<file path="src/rtl/i2cs_pkg.sv">
// constants, register map and carrier types of the i2c slave interface
// assumes a 20 mhz core clock and a classic wishbone register bus
package i2cs_pkg;

  localparam int unsigned CORE_CLK_HZ = 20_000_000;
  // time-out unit is 32 periods of the slow sub clock
  localparam int unsigned TO_SUB_TICKS = 32;
  localparam int unsigned SUB_CLK_HZ = 32_000;
  localparam int unsigned TO_UNIT_CYC_DEF = CORE_CLK_HZ * TO_SUB_TICKS / SUB_CLK_HZ;

  // register byte offsets
  localparam logic [7:0] OFS_MODE = 8'h00;
  localparam logic [7:0] OFS_STATUS = 8'h04;
  localparam logic [7:0] OFS_DATA = 8'h08;
  localparam logic [7:0] OFS_ADDR = 8'h0c;
  localparam logic [7:0] OFS_TIMEOUT = 8'h10;
  localparam logic [7:0] OFS_IRQ = 8'h14;

  // serial_mode_ctrl fields
  localparam int MODE_POS = 5;
  localparam int IF_EN_POS = 1;
  localparam logic [2:0] MODE_I2C = 3'h6;
  localparam logic [2:0] MODE_POR = 3'h7;

  // bus_status_control writable bits
  localparam int TX_DIR_POS = 4;
  localparam int ACK_OUT_POS = 3;
  localparam int CLOCKLESS_POS = 1;

  // time-out control fields and interrupt enable bit
  localparam int TO_EN_POS = 7;
  localparam int TO_FLAG_POS = 6;
  localparam int IRQ_EN_POS = 0;

  typedef struct packed {
    logic byte_done_flag;
    logic addr_match_flag;
    logic bus_busy_flag;
    logic tx_direction_sel;
    logic ack_out_ctrl;
    logic rw_request_flag;
    logic clockless_run_ctrl;
    logic ack_in_flag;
  } i2cs_status_t;

  localparam i2cs_status_t STATUS_POR = i2cs_status_t'(8'h81);

  typedef struct packed {
    logic scl;
    logic sda;
    logic scl_rise;
    logic scl_fall;
    logic start;
    logic stop;
  } i2cs_link_t;

endpackage

</file>
<file path="src/rtl/i2cs_top.sv">
// i2c slave-only serial interface with classic wishbone register access
// assumes an external master drives scl; pins are open drain, pulled up outside
//
// Summary of operation
// - byte done low shifting, high after eight
// - match flag shows own address comparison
// - busy set on start, cleared on stop
// - direction bit chooses transmit or receive
// - ack control bit driven on ninth clock
// - eighth bit stored as read/write flag
// - clockless mode: receive only while halted
// - received ack flag from ninth clock
// - transmit until nack, then release sda
// - one shared data register both directions
// - own address in bits seven to one
// - first seven bits are msb-first address
// - match gives interrupt, rw capture, ack
// - start is sda fall with scl high
// - scl held until data write or read
// - enable rise resets status flags only
// - timeout overflow stops, flags, interrupts
//
// The Wishbone interface to the registers and the placing of the registers are this design's own decisions.
module i2cs_top
  import i2cs_pkg::*;
#(
  parameter int unsigned TO_UNIT_CYC = TO_UNIT_CYC_DEF
)
(
  input wire logic core_clk_i,
  input wire logic reset_i,
  input wire logic wb_cyc_i,
  input wire logic wb_stb_i,
  input wire logic wb_we_i,
  input wire logic [7:0] wb_adr_i,
  input wire logic [31:0] wb_dat_i,
  input wire logic [3:0] wb_sel_i,
  output logic [31:0] wb_dat_o,
  output logic wb_ack_o,
  input wire logic core_halt_i,
  input wire logic scl_i,
  output logic scl_o,
  output logic scl_oe_n_o,
  input wire logic sda_i,
  output logic sda_o,
  output logic sda_oe_n_o,
  output logic irq_o
);

  typedef enum logic [3:0] {
    ST_IDLE = 4'h0,
    ST_ADDR = 4'h1,
    ST_ACK_ARM = 4'h2,
    ST_ACK = 4'h3,
    ST_HOLD = 4'h4,
    ST_RX = 4'h5,
    ST_TX = 4'h6,
    ST_TX_END = 4'h7,
    ST_TX_ACK = 4'h8,
    ST_WAIT_STOP = 4'h9
  } i2cs_state_t;

  function automatic logic hit(input logic [7:0] adr, input logic [7:0] ofs);
    hit = (adr[7:2] == ofs[7:2]);
  endfunction

  i2cs_link_t lk;
  i2cs_state_t state_r;
  i2cs_status_t status_r;
  logic [2:0] mode_r;
  logic if_enable_r;
  logic en_prev_r;
  logic [7:0] data_r;
  logic [6:0] own_addr_r;
  logic to_en_r;
  logic to_flag_r;
  logic [5:0] to_sel_r;
  logic irq_en_r;
  logic [7:0] shift_r;
  logic [3:0] cnt_r;
  logic ack_low_r;
  logic pin_low_r;
  logic sda_oe_n_r;
  logic scl_oe_n_r;
  logic irq_r;
  logic ack_r;
  logic [31:0] rd_r;
  logic [31:0] rd_nxt;
  logic to_ovf;

  logic bus_req;
  logic wr_en;
  logic data_wr;
  logic data_rd;
  logic active;
  logic en_rise;
  logic ev_start;
  logic ev_stop;
  logic bit8_rise;
  logic [7:0] byte_in;
  logic addr_hit;
  logic ev_addr_byte;
  logic ev_match;
  logic ev_rx_byte;
  logic ev_tx_byte;
  logic ev_tx_ack;
  logic ev_release;
  logic tx_ok;

  i2cs_line_sync u_sync (
    .core_clk_i(core_clk_i),
    .reset_i(reset_i),
    .scl_i(scl_i),
    .sda_i(sda_i),
    .link_o(lk)
  );

  i2cs_timeout #(
    .UNIT_CYC(TO_UNIT_CYC)
  ) u_timeout (
    .core_clk_i(core_clk_i),
    .reset_i(reset_i),
    .arm_i(ev_match),
    .clear_i(lk.scl_fall),
    .stop_i(ev_stop),
    .enable_i(to_en_r),
    .sel_i(to_sel_r),
    .overflow_o(to_ovf)
  );

  assign bus_req = wb_cyc_i & wb_stb_i & ~ack_r;
  assign wr_en = bus_req & wb_we_i & wb_sel_i[0];
  assign data_wr = wr_en & hit(wb_adr_i, OFS_DATA);
  assign data_rd = bus_req & ~wb_we_i & hit(wb_adr_i, OFS_DATA);
  assign active = if_enable_r && (mode_r == MODE_I2C);
  assign en_rise = if_enable_r & ~en_prev_r;
  assign ev_start = active & lk.start;
  assign ev_stop = active & lk.stop;
  assign bit8_rise = lk.scl_rise && (cnt_r == 4'h7);
  // msb first, address in top seven
  assign byte_in = {shift_r[6:0], lk.sda};
  assign addr_hit = (byte_in[7:1] == own_addr_r);
  assign ev_addr_byte = active && (state_r == ST_ADDR) && bit8_rise;
  assign ev_match = ev_addr_byte & addr_hit;
  assign ev_rx_byte = active && (state_r == ST_RX) && bit8_rise;
  assign ev_tx_byte = active && (state_r == ST_TX) && bit8_rise;
  assign ev_tx_ack = active && (state_r == ST_TX_ACK) && lk.scl_rise;
  // release on data write or read
  assign ev_release = active && (state_r == ST_HOLD) &&
    (status_r.tx_direction_sel ? data_wr : data_rd);
  assign tx_ok = ~(status_r.clockless_run_ctrl & core_halt_i);

  // wishbone slave, one-cycle ack
  always_ff @(posedge core_clk_i)
  begin
    if (reset_i)
    begin
      ack_r <= 1'b0;
      rd_r <= '0;
    end
    else
    begin
      ack_r <= bus_req;
      rd_r <= bus_req ? rd_nxt : '0;
    end
  end

  always_comb
  begin
    rd_nxt = '0;
    if (hit(wb_adr_i, OFS_MODE))
    begin
      rd_nxt[7:5] = mode_r;
      rd_nxt[IF_EN_POS] = if_enable_r;
    end
    else if (hit(wb_adr_i, OFS_STATUS))
    begin
      rd_nxt[7:0] = status_r;
    end
    else if (hit(wb_adr_i, OFS_DATA))
    begin
      rd_nxt[7:0] = data_r;
    end
    else if (hit(wb_adr_i, OFS_ADDR))
    begin
      rd_nxt[7:0] = {own_addr_r, 1'b0};
    end
    else if (hit(wb_adr_i, OFS_TIMEOUT))
    begin
      rd_nxt[7:0] = {to_en_r, to_flag_r, to_sel_r};
    end
    else if (hit(wb_adr_i, OFS_IRQ))
    begin
      rd_nxt[IRQ_EN_POS] = irq_en_r;
    end
  end

  // configuration registers
  always_ff @(posedge core_clk_i)
  begin
    if (reset_i)
    begin
      mode_r <= MODE_POR;
      if_enable_r <= 1'b0;
      en_prev_r <= 1'b0;
      own_addr_r <= '0;
      irq_en_r <= 1'b0;
      to_sel_r <= '0;
    end
    else
    begin
      en_prev_r <= if_enable_r;
      if (wr_en && hit(wb_adr_i, OFS_MODE))
      begin
        mode_r <= wb_dat_i[MODE_POS +: 3];
        if_enable_r <= wb_dat_i[IF_EN_POS];
      end
      if (wr_en && hit(wb_adr_i, OFS_ADDR))
      begin
        own_addr_r <= wb_dat_i[7:1];
      end
      if (wr_en && hit(wb_adr_i, OFS_IRQ))
      begin
        irq_en_r <= wb_dat_i[IRQ_EN_POS];
      end
      if (wr_en && hit(wb_adr_i, OFS_TIMEOUT))
      begin
        to_sel_r <= wb_dat_i[5:0];
      end
    end
  end

  // time-out enable and flag; overflow wins over software
  always_ff @(posedge core_clk_i)
  begin
    if (reset_i)
    begin
      to_en_r <= 1'b0;
      to_flag_r <= 1'b0;
    end
    else if (to_ovf)
    begin
      to_en_r <= 1'b0;
      to_flag_r <= 1'b1;
    end
    else if (wr_en && hit(wb_adr_i, OFS_TIMEOUT))
    begin
      to_en_r <= wb_dat_i[TO_EN_POS];
      to_flag_r <= wb_dat_i[TO_FLAG_POS];
    end
  end

  always_ff @(posedge core_clk_i)
  begin
    if (reset_i)
    begin
      data_r <= '0;
    end
    else if (ev_rx_byte)
    begin
      data_r <= byte_in;
    end
    else if (data_wr)
    begin
      data_r <= wb_dat_i[7:0];
    end
  end

  // status flags and control bits
  always_ff @(posedge core_clk_i)
  begin
    if (reset_i || to_ovf)
    begin
      status_r <= STATUS_POR;
    end
    else if (en_rise)
    begin
      status_r.byte_done_flag <= STATUS_POR.byte_done_flag;
      status_r.addr_match_flag <= STATUS_POR.addr_match_flag;
      status_r.bus_busy_flag <= STATUS_POR.bus_busy_flag;
      status_r.rw_request_flag <= STATUS_POR.rw_request_flag;
      status_r.ack_in_flag <= STATUS_POR.ack_in_flag;
    end
    else
    begin
      if (wr_en && hit(wb_adr_i, OFS_STATUS))
      begin
        status_r.tx_direction_sel <= wb_dat_i[TX_DIR_POS];
        status_r.ack_out_ctrl <= wb_dat_i[ACK_OUT_POS];
        status_r.clockless_run_ctrl <= wb_dat_i[CLOCKLESS_POS];
      end
      if (ev_start)
      begin
        status_r.bus_busy_flag <= 1'b1;
      end
      else if (ev_stop)
      begin
        status_r.bus_busy_flag <= 1'b0;
      end
      // low while shifting, high at end
      if (ev_addr_byte || ev_rx_byte || ev_tx_byte)
      begin
        status_r.byte_done_flag <= 1'b1;
      end
      else if (ev_start || ev_release)
      begin
        status_r.byte_done_flag <= 1'b0;
      end
      if (ev_match)
      begin
        status_r.addr_match_flag <= 1'b1;
      end
      else if (ev_addr_byte || ev_start || ev_release)
      begin
        status_r.addr_match_flag <= 1'b0;
      end
      if (ev_match)
      begin
        status_r.rw_request_flag <= lk.sda;
      end
      if (ev_tx_ack)
      begin
        status_r.ack_in_flag <= lk.sda;
      end
    end
  end

  always_ff @(posedge core_clk_i)
  begin
    if (reset_i)
    begin
      irq_r <= 1'b0;
    end
    else
    begin
      irq_r <= irq_en_r & (ev_match | ev_rx_byte | ev_tx_byte | to_ovf);
    end
  end

  // bit sequencer and pin drive
  always_ff @(posedge core_clk_i)
  begin
    if (reset_i || !active || to_ovf || ev_stop)
    begin
      state_r <= ST_IDLE;
      cnt_r <= '0;
      shift_r <= '0;
      ack_low_r <= 1'b0;
      sda_oe_n_r <= 1'b1;
      scl_oe_n_r <= 1'b1;
    end
    else if (ev_start)
    begin
      state_r <= ST_ADDR;
      cnt_r <= '0;
      sda_oe_n_r <= 1'b1;
      scl_oe_n_r <= 1'b1;
    end
    else
    begin
      case (state_r)
        ST_ADDR:
        begin
          if (lk.scl_rise)
          begin
            shift_r <= byte_in;
            cnt_r <= cnt_r + 4'h1;
          end
          if (bit8_rise)
          begin
            ack_low_r <= 1'b1;
            state_r <= addr_hit ? ST_ACK_ARM : ST_WAIT_STOP;
          end
        end
        ST_RX:
        begin
          if (lk.scl_rise)
          begin
            shift_r <= byte_in;
            cnt_r <= cnt_r + 4'h1;
          end
          if (bit8_rise)
          begin
            ack_low_r <= ~status_r.ack_out_ctrl;
            state_r <= ST_ACK_ARM;
          end
        end
        ST_ACK_ARM:
        begin
          if (lk.scl_fall)
          begin
            sda_oe_n_r <= ~ack_low_r;
            state_r <= ST_ACK;
          end
        end
        ST_ACK:
        begin
          if (lk.scl_fall)
          begin
            sda_oe_n_r <= 1'b1;
            scl_oe_n_r <= 1'b0;
            state_r <= ST_HOLD;
          end
        end
        ST_HOLD:
        begin
          if (ev_release)
          begin
            cnt_r <= '0;
            scl_oe_n_r <= 1'b1;
            if (status_r.tx_direction_sel)
            begin
              // byte written in this very cycle, data_r not yet loaded
              shift_r <= wb_dat_i[7:0];
              sda_oe_n_r <= wb_dat_i[7] | ~tx_ok;
              state_r <= ST_TX;
            end
            else
            begin
              state_r <= ST_RX;
            end
          end
        end
        ST_TX:
        begin
          if (lk.scl_rise)
          begin
            cnt_r <= cnt_r + 4'h1;
          end
          if (bit8_rise)
          begin
            state_r <= ST_TX_END;
          end
          else if (lk.scl_fall)
          begin
            shift_r <= {shift_r[6:0], 1'b0};
            sda_oe_n_r <= shift_r[6] | ~tx_ok;
          end
        end
        ST_TX_END:
        begin
          if (lk.scl_fall)
          begin
            sda_oe_n_r <= 1'b1;
            state_r <= ST_TX_ACK;
          end
        end
        ST_TX_ACK:
        begin
          if (lk.scl_fall)
          begin
            if (!status_r.ack_in_flag)
            begin
              scl_oe_n_r <= 1'b0;
              state_r <= ST_HOLD;
            end
            else
            begin
              state_r <= ST_WAIT_STOP;
            end
          end
        end
        ST_IDLE, ST_WAIT_STOP:
        begin
          sda_oe_n_r <= 1'b1;
          scl_oe_n_r <= 1'b1;
        end
        default:
        begin
          state_r <= ST_IDLE;
        end
      endcase
    end
  end

  // pins only ever pull low
  always_ff @(posedge core_clk_i)
  begin
    if (reset_i)
    begin
      pin_low_r <= 1'b0;
    end
    else
    begin
      pin_low_r <= 1'b0;
    end
  end

  assign wb_ack_o = ack_r;
  assign wb_dat_o = rd_r;
  assign scl_o = pin_low_r;
  assign sda_o = pin_low_r;
  assign scl_oe_n_o = scl_oe_n_r;
  assign sda_oe_n_o = sda_oe_n_r;
  assign irq_o = irq_r;

endmodule

</file>
<file path="src/rtl/i2cs_line_sync.sv">
// synchroniser and condition detector for the scl and sda pins
// assumes both pins are asynchronous to core_clk_i
module i2cs_line_sync
  import i2cs_pkg::*;
(
  input wire logic core_clk_i,
  input wire logic reset_i,
  input wire logic scl_i,
  input wire logic sda_i,
  output i2cs_link_t link_o
);

  logic [1:0] meta_r;
  logic [1:0] sync_r;
  logic [1:0] prev_r;

  always_ff @(posedge core_clk_i)
  begin
    if (reset_i)
    begin
      meta_r <= 2'h3;
      sync_r <= 2'h3;
      prev_r <= 2'h3;
      link_o <= '0;
    end
    else
    begin
      meta_r <= {scl_i, sda_i};
      sync_r <= meta_r;
      prev_r <= sync_r;
      link_o.scl <= sync_r[1];
      link_o.sda <= sync_r[0];
      link_o.scl_rise <= sync_r[1] & ~prev_r[1];
      link_o.scl_fall <= ~sync_r[1] & prev_r[1];
      link_o.start <= sync_r[1] & prev_r[1] & prev_r[0] & ~sync_r[0];
      link_o.stop <= sync_r[1] & prev_r[1] & ~prev_r[0] & sync_r[0];
    end
  end

endmodule

</file>
<file path="src/rtl/i2cs_timeout.sv">
// bus time-out counter, counted in units of UNIT_CYC core clocks
// assumes arm, clear and stop are single-cycle pulses from the core clock domain
module i2cs_timeout
  import i2cs_pkg::*;
#(
  parameter int unsigned UNIT_CYC = TO_UNIT_CYC_DEF
)
(
  input wire logic core_clk_i,
  input wire logic reset_i,
  input wire logic arm_i,
  input wire logic clear_i,
  input wire logic stop_i,
  input wire logic enable_i,
  input wire logic [5:0] sel_i,
  output logic overflow_o
);

  localparam int PW = $clog2(UNIT_CYC + 1);
  localparam logic [PW-1:0] PRE_LAST = PW'(UNIT_CYC - 1);

  logic running_r;
  logic [PW-1:0] pre_r;
  logic [5:0] units_r;

  always_ff @(posedge core_clk_i)
  begin
    if (reset_i)
    begin
      running_r <= 1'b0;
      pre_r <= '0;
      units_r <= '0;
      overflow_o <= 1'b0;
    end
    else
    begin
      overflow_o <= 1'b0;
      if (stop_i || !enable_i)
      begin
        running_r <= 1'b0;
      end
      else if (arm_i || clear_i)
      begin
        running_r <= running_r | arm_i;
        pre_r <= '0;
        units_r <= '0;
      end
      else if (running_r)
      begin
        if (pre_r == PRE_LAST)
        begin
          pre_r <= '0;
          units_r <= units_r + 6'h1;
          if (units_r == sel_i)
          begin
            running_r <= 1'b0;
            overflow_o <= 1'b1;
          end
        end
        else
        begin
          pre_r <= pre_r + PW'(1);
        end
      end
    end
  end

endmodule

</file>
<file path="config.mk">
export PLATFORM = sky130hd
export DESIGN_NAME = i2cs_top
export DESIGN_NICKNAME = d
export VERILOG_FILES = /design/src/rtl/i2cs_pkg.sv /design/src/rtl/i2cs_top.sv /design/src/rtl/i2cs_line_sync.sv /design/src/rtl/i2cs_timeout.sv
export SDC_FILE = /design/constraint.sdc
export NUM_CORES = 1
export LEC_CHECK = 0
export BUFFER_PORTS_ARGS = -buffer_cell sky130_fd_sc_hd__buf_2
export CAP_MARGIN = 0
export CORE_MARGIN = 2
export CORE_UTILIZATION = 35
export CTS_BUF_LIST = sky130_fd_sc_hd__clkbuf_2
export DETAILED_ROUTE_END_ITERATION = 10
export PLACE_DENSITY_LB_ADDON = 0.25
export SYNTH_ARGS = -nofsm -noshare
export SYNTH_HDL_FRONTEND = slang
export SYNTH_SLANG_ARGS = --single-unit
</file>
<file path="constraint.sdc">
create_clock -name core_clk_i -period 5.39 [get_ports core_clk_i]
set_clock_uncertainty 0.15 [all_clocks]
set_input_delay 0.8085 -clock core_clk_i [delete_from_list [all_inputs] [get_ports core_clk_i]]
set_output_delay 0.8085 -clock core_clk_i [all_outputs]
set_load 0.03 [all_outputs]
</file>
==> metrics, run 1 <==
outcome finished, final reports clean; worst-case vdd ir drop 0.117 mV; Hold Vio Cnt, Final 0; CTS clk-pin slew, worst paths 280 ps; worst-margin pin slew 1140 ps; post-synthesis mux area share 9.18%; Via-to-Cell Ratio 5.23; WP buf/inv 1; final setup margin 2070 ps; floorplan core area 14400 sq um; final slew viol count 0; DRT antenna net count 0; Netlist cell types 62; crit start category register; initial antenna violation count 1; Synth Area in XOR/XNOR 4.82%; Synth Area in Compound Gates 13.4%; largest family of logic cells by synthesized area simple AND/OR/NAND/NOR gates; die area 15500 sq um; Crit-path slowest cell nor4b_2; Cells after Synth 597; global-route usage over all layers 16.5%; Post-Synth Adder-Cell Area 0.738%; CP delay by family, top simple AND/OR/NAND/NOR gates; clock buffer depth 2; WP data arrival 3700 ps; layout cell share with drive strength beyond 1 12.5%; DRT iter0 DRCs 423; Avg Cell Area, Syn 8.52 sq um; initial core utilization 35.4%; root buffer cell clkbuf_2; TNS Setup 0 ps; Leakage 2.02 nW; DP HPWL 9.20 mm; Setup WS pre-CTS 1930 ps; CP endpoint kind register; Clk Latency, worst-skew pair 630 ps; Worst Path Class, Setup register to register; RR Startpoint state_r[2]$_SDFFE_PP0P_; R2R Path End shift_r[2]$_SDFFE_PP0P_; drt wl/cell 15.7 um; Crit Path Max Fanout 17; clk sinks 99; row count 44; WP data required 5770 ps; layout overhead on the synthesized area 5.93%; first-pass GRT wire length 20.6 mm; Hold WC Path Type primary input to register; drt pass-1 iters 5; largest cells by area after synthesis dfxtp_1 39%, mux2i_1 8.1%, nor2_1 5.2%; Simple-Gate Fraction of Synth Area 26.0%; drt drc 0; Vias 4201; Synth top area share 39.0%; crit path time final 3320 ps; post-synthesis async set-or-reset flop share 0%; area of the mapped netlist 5080 sq um; Synth Warn # 0; Die X-Extent 125 um; Cell Chain, Critical Path nor4b_2 > inv_1 > a41oi_2 > nand3b_1 > mux2i_1 > nor2_1; Worst setup endpoint shift_r[2]$_SDFFE_PP0P_; MaxCap Viol Count 0; Reg2Reg Depth 6; Main synth FF type dfxtp_1; num ports 90; H-tree lvl count 3; total grt overflow 0; final setup violation count 0; Levels on crit path 6; Hold Buf Count CTS 0; Critical Path Max Stage Delay 810 ps; slew margin rel. 23.6%; CTS buffer count 9; final cycle utilization of the critical path 61.7%; #FFs+latches synth 99; vias in the first global route 3945; cell taking the most area after synthesis dfxtp_1; number of synthesized flops with an enable pin 0; CTS tree done; Worst Setup SP state_r[2]$_SDFFE_PP0P_; count leader, synth dfxtp_1; GP Congestion 0.809; post-synthesis sequential area ratio 39.0%; pin count of the biggest net entering global routing 47; Hold WS 195 ps; RSZ-0062 raised after global routing no; Post-CTS Setup Inserts 0; highest clock rate 301 MHz; port bufs 34; Die H 125 um; FF-to-FF setup slack 2070 ps; PD cells 216 nW/um^2; top cells by count, synth 99 x dfxtp_1, 70 x nor2_1, 58 x nand2_1; post-CTS sizing 0; Final nets 668; total wire length 12.6 mm
flip-flops by register name, summed over array words and instances (netlist names), 3 cells and up:
signal / cells
own_addr_r: 7
wb_dat_o: 8
u_sync.link_o: 5
to_sel_r: 6
u_timeout.pre_r: 15
mode_r: 3
u_timeout.units_r: 6
data_r: 8
status_r: 8
state_r: 4
shift_r: 7
cnt_r: 4
cell type report:
class	instances	area [sq um]
Clock inverter	7	57.6
Antenna cell	2	5.00
Fill cell	1494	8980
Clock buffer	9	45.0
Sequential cell	99	1980
Multi-Input combinational cell	459	2850
Timing Repair Buffer	36	185
Inverter	8	30.0
Tap cell	184	230
per-stage QoR:
| step | cell area (sq um) | instances | power (W) | utilization [%] |
|---|---|---|---|---|
| after detailed placement | 5280 | 786 | 0.000831 | 36.7 |
| after global routing | 5390 | 804 | 0.00122 | 37.5 |
| after floorplan | 5180 | 622 | 0.000822 | - |
| final | 5390 | 804 | 0.00116 | 37.5 |
| after CTS | 5380 | 802 | 0.00118 | 37.5 |
| after global placement | 5280 | 786 | 0.000830 | 36.7 |
layout by cell type (no fill, tap or decap), types with 6 or more instances in the layout:
cell type   n
xnor2_1    16
clkbuf_2    9
mux2i_1    41
o21ai_0    13
conb_1     26
dfxtp_1    99
nor3b_1     7
nor2b_1     9
and2_1      6
or2_2      11
a21oi_1    34
xor2_1     12
nand4_1     8
nand3b_1   12
nand2b_1    6
inv_1       8
nor2_1     70
nor3_1     14
a211oi_1   15
a22oi_1     8
buf_2      34
nor4_1      9
nand3_1    17
nand2_1    58
worst min-delay path by stage:
stage / from / endpoint / depth (start not counted)
4_1_cts: sda_i / u_sync.meta_r[0]$_SDFF_PP1_ / 2
2_1_floorplan: u_sync.prev_r[0]$_SDFF_PP1_ / u_sync.link_o[0]$_SDFF_PP0_ / 1
3_3_place_gp: u_sync.prev_r[0]$_SDFF_PP1_ / u_sync.link_o[0]$_SDFF_PP0_ / 1
5_1_grt: sda_i / u_sync.meta_r[0]$_SDFF_PP1_ / 2
6_report: sda_i / u_sync.meta_r[0]$_SDFF_PP1_ / 2
3_5_place_dp: u_sync.meta_r[0]$_SDFF_PP1_ / u_sync.sync_r[0]$_SDFF_PP1_ / 1
power by group:
group	total (W)	leakage (nW)	internal, W	switching (W)
Combinational	0.0000740	1.15	0.0000173	0.0000567
Clock	0.000344	0.0629	0.0000693	0.000275
Sequential	0.000745	0.799	0.000740	0.00000487
worst reg2reg max path, cell delays in order (launching register included):
cell	delay, ps
dfxtp_1	750
nor4b_2	820
inv_1	360
a41oi_2	380
nand3b_1	450
mux2i_1	260
nor2_1	60
cell families after synthesis:
group           count (synthesis)
other cells                     1
mux                            46
xor+xnor                       28
compound gates                103
fa+ha+maj                       3
flops                          99
buf+inv                        64
simple gates                  253
metal layers:
| layer | global-route usage (%) | vias up | routed length, um | share of wire, % |
|---|---|---|---|---|
| met5 | 0 | - | 0 | 0 |
| met3 | 3.99 | 13 | 572 | 4.5 |
| met4 | 5.35 | 0 | 199 | 1.6 |
| li1 | - | 2098 | - | - |
| met2 | 25.2 | 102 | 5670 | 45 |
| met1 | 22.9 | 1988 | 6180 | 49 |
(Power assumes the default switching activity.)
==> run 2: changes to the inputs <==
- ABC_AREA: not set -> 1
- clock period: 5.39 -> 2.79 ns (I/O delays scaled with it)
==> run 2 against run 1 <==
Against the previous run:
- sequential share of layout area shrank 3.1 points
- first-iteration DRC count down 18%
- wire length up 11%
- critical endpoint is now status_r[3]$_SDFFE_PP0P_
- largest cell class unchanged
- highest routed layer unchanged
==> metrics, run 2 <==
clock buffer depth 2 (unchanged); area of the mapped netlist 5350 sq um (+5.2%); cell taking the most area after synthesis dfxtp_1; Die H 128 um (+2.5%); first-pass GRT wire length 23.5 mm (+14%); Global Route met1 Usage 26.7% (+3.8 points); num ports 90 (unchanged); final cycle utilization of the critical path 89.8% (+28 points); Top Usage Layer GRT met2; Final nets 871 (+30%); Main synth FF type dfxtp_1; Clk Latency, worst-skew pair 620 ps (about the same); WP data required 3180 ps (-2590 ps); largest cells by area after synthesis dfxtp_1 37%, nand2_1 11%, nor2_1 7.2%; RSZ-0062 raised after global routing no; Crit Path Max Fanout 5 (-12); root buffer cell clkbuf_2; top cells by count, synth 159 x nand2_1, 103 x nor2_1, 99 x dfxtp_1; final setup violation count 0 (unchanged); Avg Cell Area, Syn 7.00 sq um (-18%); Synth top area share 37.0% (-1.9 points); count leader, synth nand2_1; post-synthesis async set-or-reset flop share 0% (unchanged); final setup margin 286 ps (-1780 ps); CTS clk-pin slew, worst paths 260 ps (-20 ps); GR Layer Usage met3 2.42% (-1.6 points); highest clock rate 399 MHz (+33%); crit start category register; leading cell type in the layout, fill and taps excluded nand2_1; Via-to-Cell Ratio 4.86 (-7.0%); initial antenna violation count 1 (unchanged); row count 45 (+2.3%); Cells after Synth 765 (+28%); Setup WS pre-CTS 508 ps (-1420 ps); vias in the first global route 4509 (+14%); total grt overflow 0 (unchanged); PD cells 387 nW/um^2 (+79%); floorplan core area 15100 sq um (+5.0%); met2 Use GR 27.2% (+2.0 points); post-CTS sizing 0 (unchanged); MaxCap Viol Count 0 (unchanged); TNS Setup 0 ps (unchanged); GP Congestion 0.888 (+9.7%); Vias 4902 (+17%); pin count of the biggest net entering global routing 31 (-34%); DRT iter0 DRCs 348 (-18%); final slew viol count 0 (unchanged); Top reg by flops u_timeout.pre_r; port bufs 34 (unchanged); worst-case vdd ir drop 0.173 mV (+47%); initial core utilization 35.5% (+0.076 points); CP most frequent cell inv_1; outcome finished, final reports clean; drt drc 0 (unchanged); Critical Path Max Stage Delay 560 ps (-250 ps); DRT antenna net count 0 (unchanged); drt pass-1 iters 5 (unchanged); slew margin rel. 42.3% (+19 points); CTS tree done; worst-margin pin slew 864 ps (-271 ps); WP data arrival 2900 ps (-800 ps); max reg flops 15 (unchanged); CTS buffer count 9 (unchanged); Leakage 2.44 nW (+21%); number of synthesized flops with an enable pin 0 (unchanged); total wire length 14.0 mm (+11%); DP HPWL 10.4 mm (+13%); Die X-Extent 128 um (+2.5%); layout cell share with drive strength beyond 1 12.9% (+0.47 points); CP endpoint kind register; Hold WC Path Type primary input to register; commonest cells after routing, fill and taps aside 159 x nand2_1, 103 x nor2_1, 99 x dfxtp_1; Netlist cell types 43 (-31%); Worst Path Class, Setup register to register; post-synthesis sequential area ratio 37.0% (-1.9 points); drt wl/cell 13.9 um (-12%); layout overhead on the synthesized area 10.0%; #FFs+latches synth 99 (unchanged); die area 16300 sq um (+5.1%); crit path time final 2500 ps (-819 ps); Hold Vio Cnt, Final 0 (unchanged); clk sinks 99 (unchanged); global-route usage over all layers 18.1% (+1.6 points); H-tree lvl count 3 (unchanged); Synth Warn # 0 (unchanged); Cell Chain, Critical Path nand3b_1 > nor2_1 > inv_1 > nor3_1 > inv_1 > nand2_1 > a21oi_1 > dlygate4sd3_1; Crit-path slowest cell dlygate4sd3_1
run 2: final cells by class:
type	count	area [sq um]
Antenna cell	1	2.50
Clock buffer	10	50.0
Clock inverter	5	55.1
Fill cell	1637	9200
Inverter	89	337
Multi-Input combinational cell	562	2860
Sequential cell	99	1980
Tap cell	188	235
Timing Repair Buffer	55	365
run 2: final timing paths:
check / from / to / slack (ps) / depth (start not counted)
setup / recovery: wb_ack_o$_SDFF_PP0_ / status_r[3]$_SDFFE_PP0P_ / 290 / 8
hold / removal: wb_adr_i[5] / irq_en_r$_SDFFE_PP0P_ / 80 / 6
setup reg to reg: wb_ack_o$_SDFF_PP0_ / status_r[3]$_SDFFE_PP0P_ / 290 / 8
hold reg to reg: u_sync.prev_r[0]$_SDFF_PP1_ / u_sync.link_o[0]$_SDFF_PP0_ / 280 / 1
run 2: repair_timing:
action,CTS,global route
buffers inserted,0,0
hold buffers,15,0
endpoints found under the hold margin,35,0
run 2: power breakdown:
part	internal (W)	switching [W]	total (W)
sequential	0.00143	0.00000396	0.00143
combinational	0.0000417	0.000114	0.000156
clock	0.000202	0.000492	0.000694
run 2: stage by stage:
| stage | power (W) | area, sq um | util [%] | instances | hold WS (ps) |
|---|---|---|---|---|---|
| 3_5_place_dp | 0.00160 | 5630 | 37.3 | 978 | 244 |
| 3_3_place_gp | 0.00160 | 5630 | 37.3 | 978 | 241 |
| 5_1_grt | 0.00238 | 5890 | 39.0 | 1009 | 115 |
| 6_report | 0.00228 | 5890 | 39.0 | 1009 | 77.4 |
| 4_1_cts | 0.00231 | 5880 | 39.0 | 1008 | 31.1 |
| 2_1_floorplan | 0.00158 | 5450 | - | 790 | 239 |
run 2: logic make-up after synthesis:
family | after synthesis | synth area share, %
buffers and inverters | 129 | 11.3
other | 1 | 0.0701
adder cells (fa/ha/maj) | 3 | 0.702
XOR/XNOR | 14 | 2.29
AND/OR/NAND/NOR | 373 | 33.2
AO/OA/AOI/OAI | 146 | 15.4
flip-flops | 99 | 37.0
run 2: routing by layer:
layer / wire length [um] / up-vias
li1: - / 2553
met1: 7030 / 2196
met2: 5980 / 140
met3: 775 / 13
met4: 212 / 0
met5: 0 / -
run 2: worst max-delay path, delay by kind of cell (launching register included):
kind / cells / cell delay (ps)
AO/OA/AOI/OAI: 1 / 60
buffers and inverters: 3 / 880
flip-flops: 1 / 370
AND/OR/NAND/NOR: 4 / 960
==> run 3: changes to the inputs <==
- CORE_ASPECT_RATIO: not set -> 0.7
==> run 3 against run 2 <==
Against the previous run:
- critical path type unchanged
- sequential power is essentially flat
- total power grew 8.4%
- largest cell class unchanged
- count of clock-buffer cells in the layout is the same
- die area is essentially flat
- sequential share of layout area shrank 0.24 points
==> metrics, run 3 (synthesis gave the netlist of run 2 again) <==
final core utilization 40.0% (+1.0 points); total wire length 14.5 mm (+3.7%); first-pass GRT wire length 23.2 mm (-1.1%); PD cells 417 nW/um^2 (+7.6%); MaxCap Viol Count 0 (unchanged); leading cell type in the layout, fill and taps excluded nand2_1; initial antenna violation count 0 (-1); Hold WC Path Type primary input to register; DP HPWL 11.1 mm (+6.6%); Via-to-Cell Ratio 4.88 (+0.40%); global-route usage over all layers 18.4% (+0.31 points); port bufs 34 (unchanged); die area 16300 sq um (about the same); CTS clk-pin slew, worst paths 270 ps (about the same); Worst setup endpoint u_timeout.units_r[3]$_SDFFE_PP0P_; clk sinks 99 (unchanged); Post-CTS Setup Inserts 0 (unchanged); WP data required 3150 ps (-30 ps); highest clock rate 436 MHz (+9.2%); commonest cells after routing, fill and taps aside 159 x nand2_1, 103 x nor2_1, 99 x dfxtp_1; Clk Latency, worst-skew pair 570 ps (-50 ps); drt pass-1 iters 5 (unchanged); DRT antenna net count 0 (unchanged); max reg flops 15 (unchanged); Die H 107 um (-16%); Worst Path Class, Setup register to register; R2R Path End u_timeout.units_r[3]$_SDFFE_PP0P_; Die X-Extent 152 um (+19%); drt wl/cell 14.3 um (+3.1%); TNS Setup 0 ps (unchanged); total grt overflow 0 (unchanged); Hold Vio Cnt, Final 0 (unchanged); post-CTS sizing 0 (unchanged); Final nets 870 (-0.11%); vias in the first global route 4291 (-4.8%); Top reg by flops u_timeout.pre_r; Reg2Reg Depth 11 (+3); GP Congestion 0.901 (+1.5%); root buffer cell clkbuf_2; # diodes 0 (-1); final setup violation count 0 (unchanged); Vias 4951 (+1.0%); crit start category register; RSZ-0062 raised after global routing no; DRT iter0 DRCs 482 (+39%); layout overhead on the synthesized area 10.8%; drt drc 0 (unchanged); row count 37 (-18%); RR Startpoint cnt_r[0]$_SDFFE_PP0P_; crit path time final 2290 ps (-210 ps); Hold Buf Count CTS 10 (-5); H-tree lvl count 3 (unchanged); Fill cells 1585 (-3.2%); num ports 90 (unchanged); clock buffer depth 2 (unchanged); Crit Path Max Fanout 18 (+13); initial core utilization 36.1% (+0.66 points); FF-to-FF setup slack 500 ps (+210 ps); final cycle utilization of the critical path 82.2% (-7.5 points); final slew viol count 0 (unchanged); WP data arrival 2660 ps (-240 ps); layout cell share with drive strength beyond 1 13.7% (+0.73 points); floorplan core area 14800 sq um (-1.8%); worst-case vdd ir drop 0.281 mV (+63%); outcome finished, final reports clean; CTS tree done; Worst Setup SP cnt_r[0]$_SDFFE_PP0P_; CP endpoint kind register; Leakage 2.46 nW (+1.0%); pin count of the biggest net entering global routing 28 (-9.7%); CTS buffer count 9 (unchanged)
run 3: cell count changes in the layout (fill, tap and decap cells not counted):
cell and change:
buf_4 +4, bufinv_16 +2, clkinv_1 -1, clkinv_4 -1
diode_2 -1, dlygate4sd3_1 -5, inv_6 +1
run 3: area by class of cell:
cell class                      instances  area (sq um)  area share [%]
Clock buffer                           10          50.0           0.844
Clock inverter                          6           111            1.88
Inverter                               89           337            5.68
Multi-Input combinational cell        562          2860            48.2
Sequential cell                        99          1980            33.4
Tap cell                              195           244            4.11
Timing Repair Buffer                   54           345            5.82
run 3: routing by layer:
layer	track usage [%]	wire length, um
met4	3.04	82
met3	3.31	957
met5	0	0
met1	30.7	7860
met2	23.9	5600
run 3: how the worst min path moves through the flow:
stage	startpoint	to	slack, ps	cells after the start
floorplan	u_sync.meta_r[0]$_SDFF_PP1_	u_sync.sync_r[0]$_SDFF_PP1_	240	1
CTS	wb_dat_i[1]	own_addr_r[0]$_SDFFE_PP0P_	50	3
global placement	u_sync.meta_r[0]$_SDFF_PP1_	u_sync.sync_r[0]$_SDFF_PP1_	240	1
global route	wb_dat_i[1]	own_addr_r[0]$_SDFFE_PP0P_	30	3
detailed placement	u_sync.meta_r[0]$_SDFF_PP1_	u_sync.sync_r[0]$_SDFF_PP1_	240	1
finish	wb_dat_i[1]	own_addr_r[0]$_SDFFE_PP0P_	100	3
run 3: report_power, final:
group,leakage [nW],switching (W),internal [W]
registers,0.799,0.00000422,0.00143
logic,1.57,0.000118,0.0000383
clock network,0.0925,0.000493,0.000391
total,2.46,0.000615,0.00186
run 3: critical path, stage by stage, from the launching register on:
cell and delay, ps:
dfxtp_1 430, ha_1 220, nand2_2 120, nor2_8 230, nand2_4 80, nor2_4 130
nand3_4 140, nand2_4 230, nand2_4 80, nand2_4 190, nand3_1 100, a21oi_1 140
run 3: per-stage QoR:
stage / cell area (sq um) / cells / hold WS, ps / setup slack, ps / power [W]
2_1_floorplan: 5450 / 790 / 239 / 887 / 0.00158
3_3_place_gp: 5670 / 989 / 241 / 520 / 0.00160
3_5_place_dp: 5670 / 989 / 243 / 522 / 0.00160
4_1_cts: 5930 / 1015 / 47.3 / 482 / 0.00251
5_1_grt: 5930 / 1015 / 28.2 / 283 / 0.00257
6_report: 5930 / 1015 / 95.2 / 496 / 0.00247
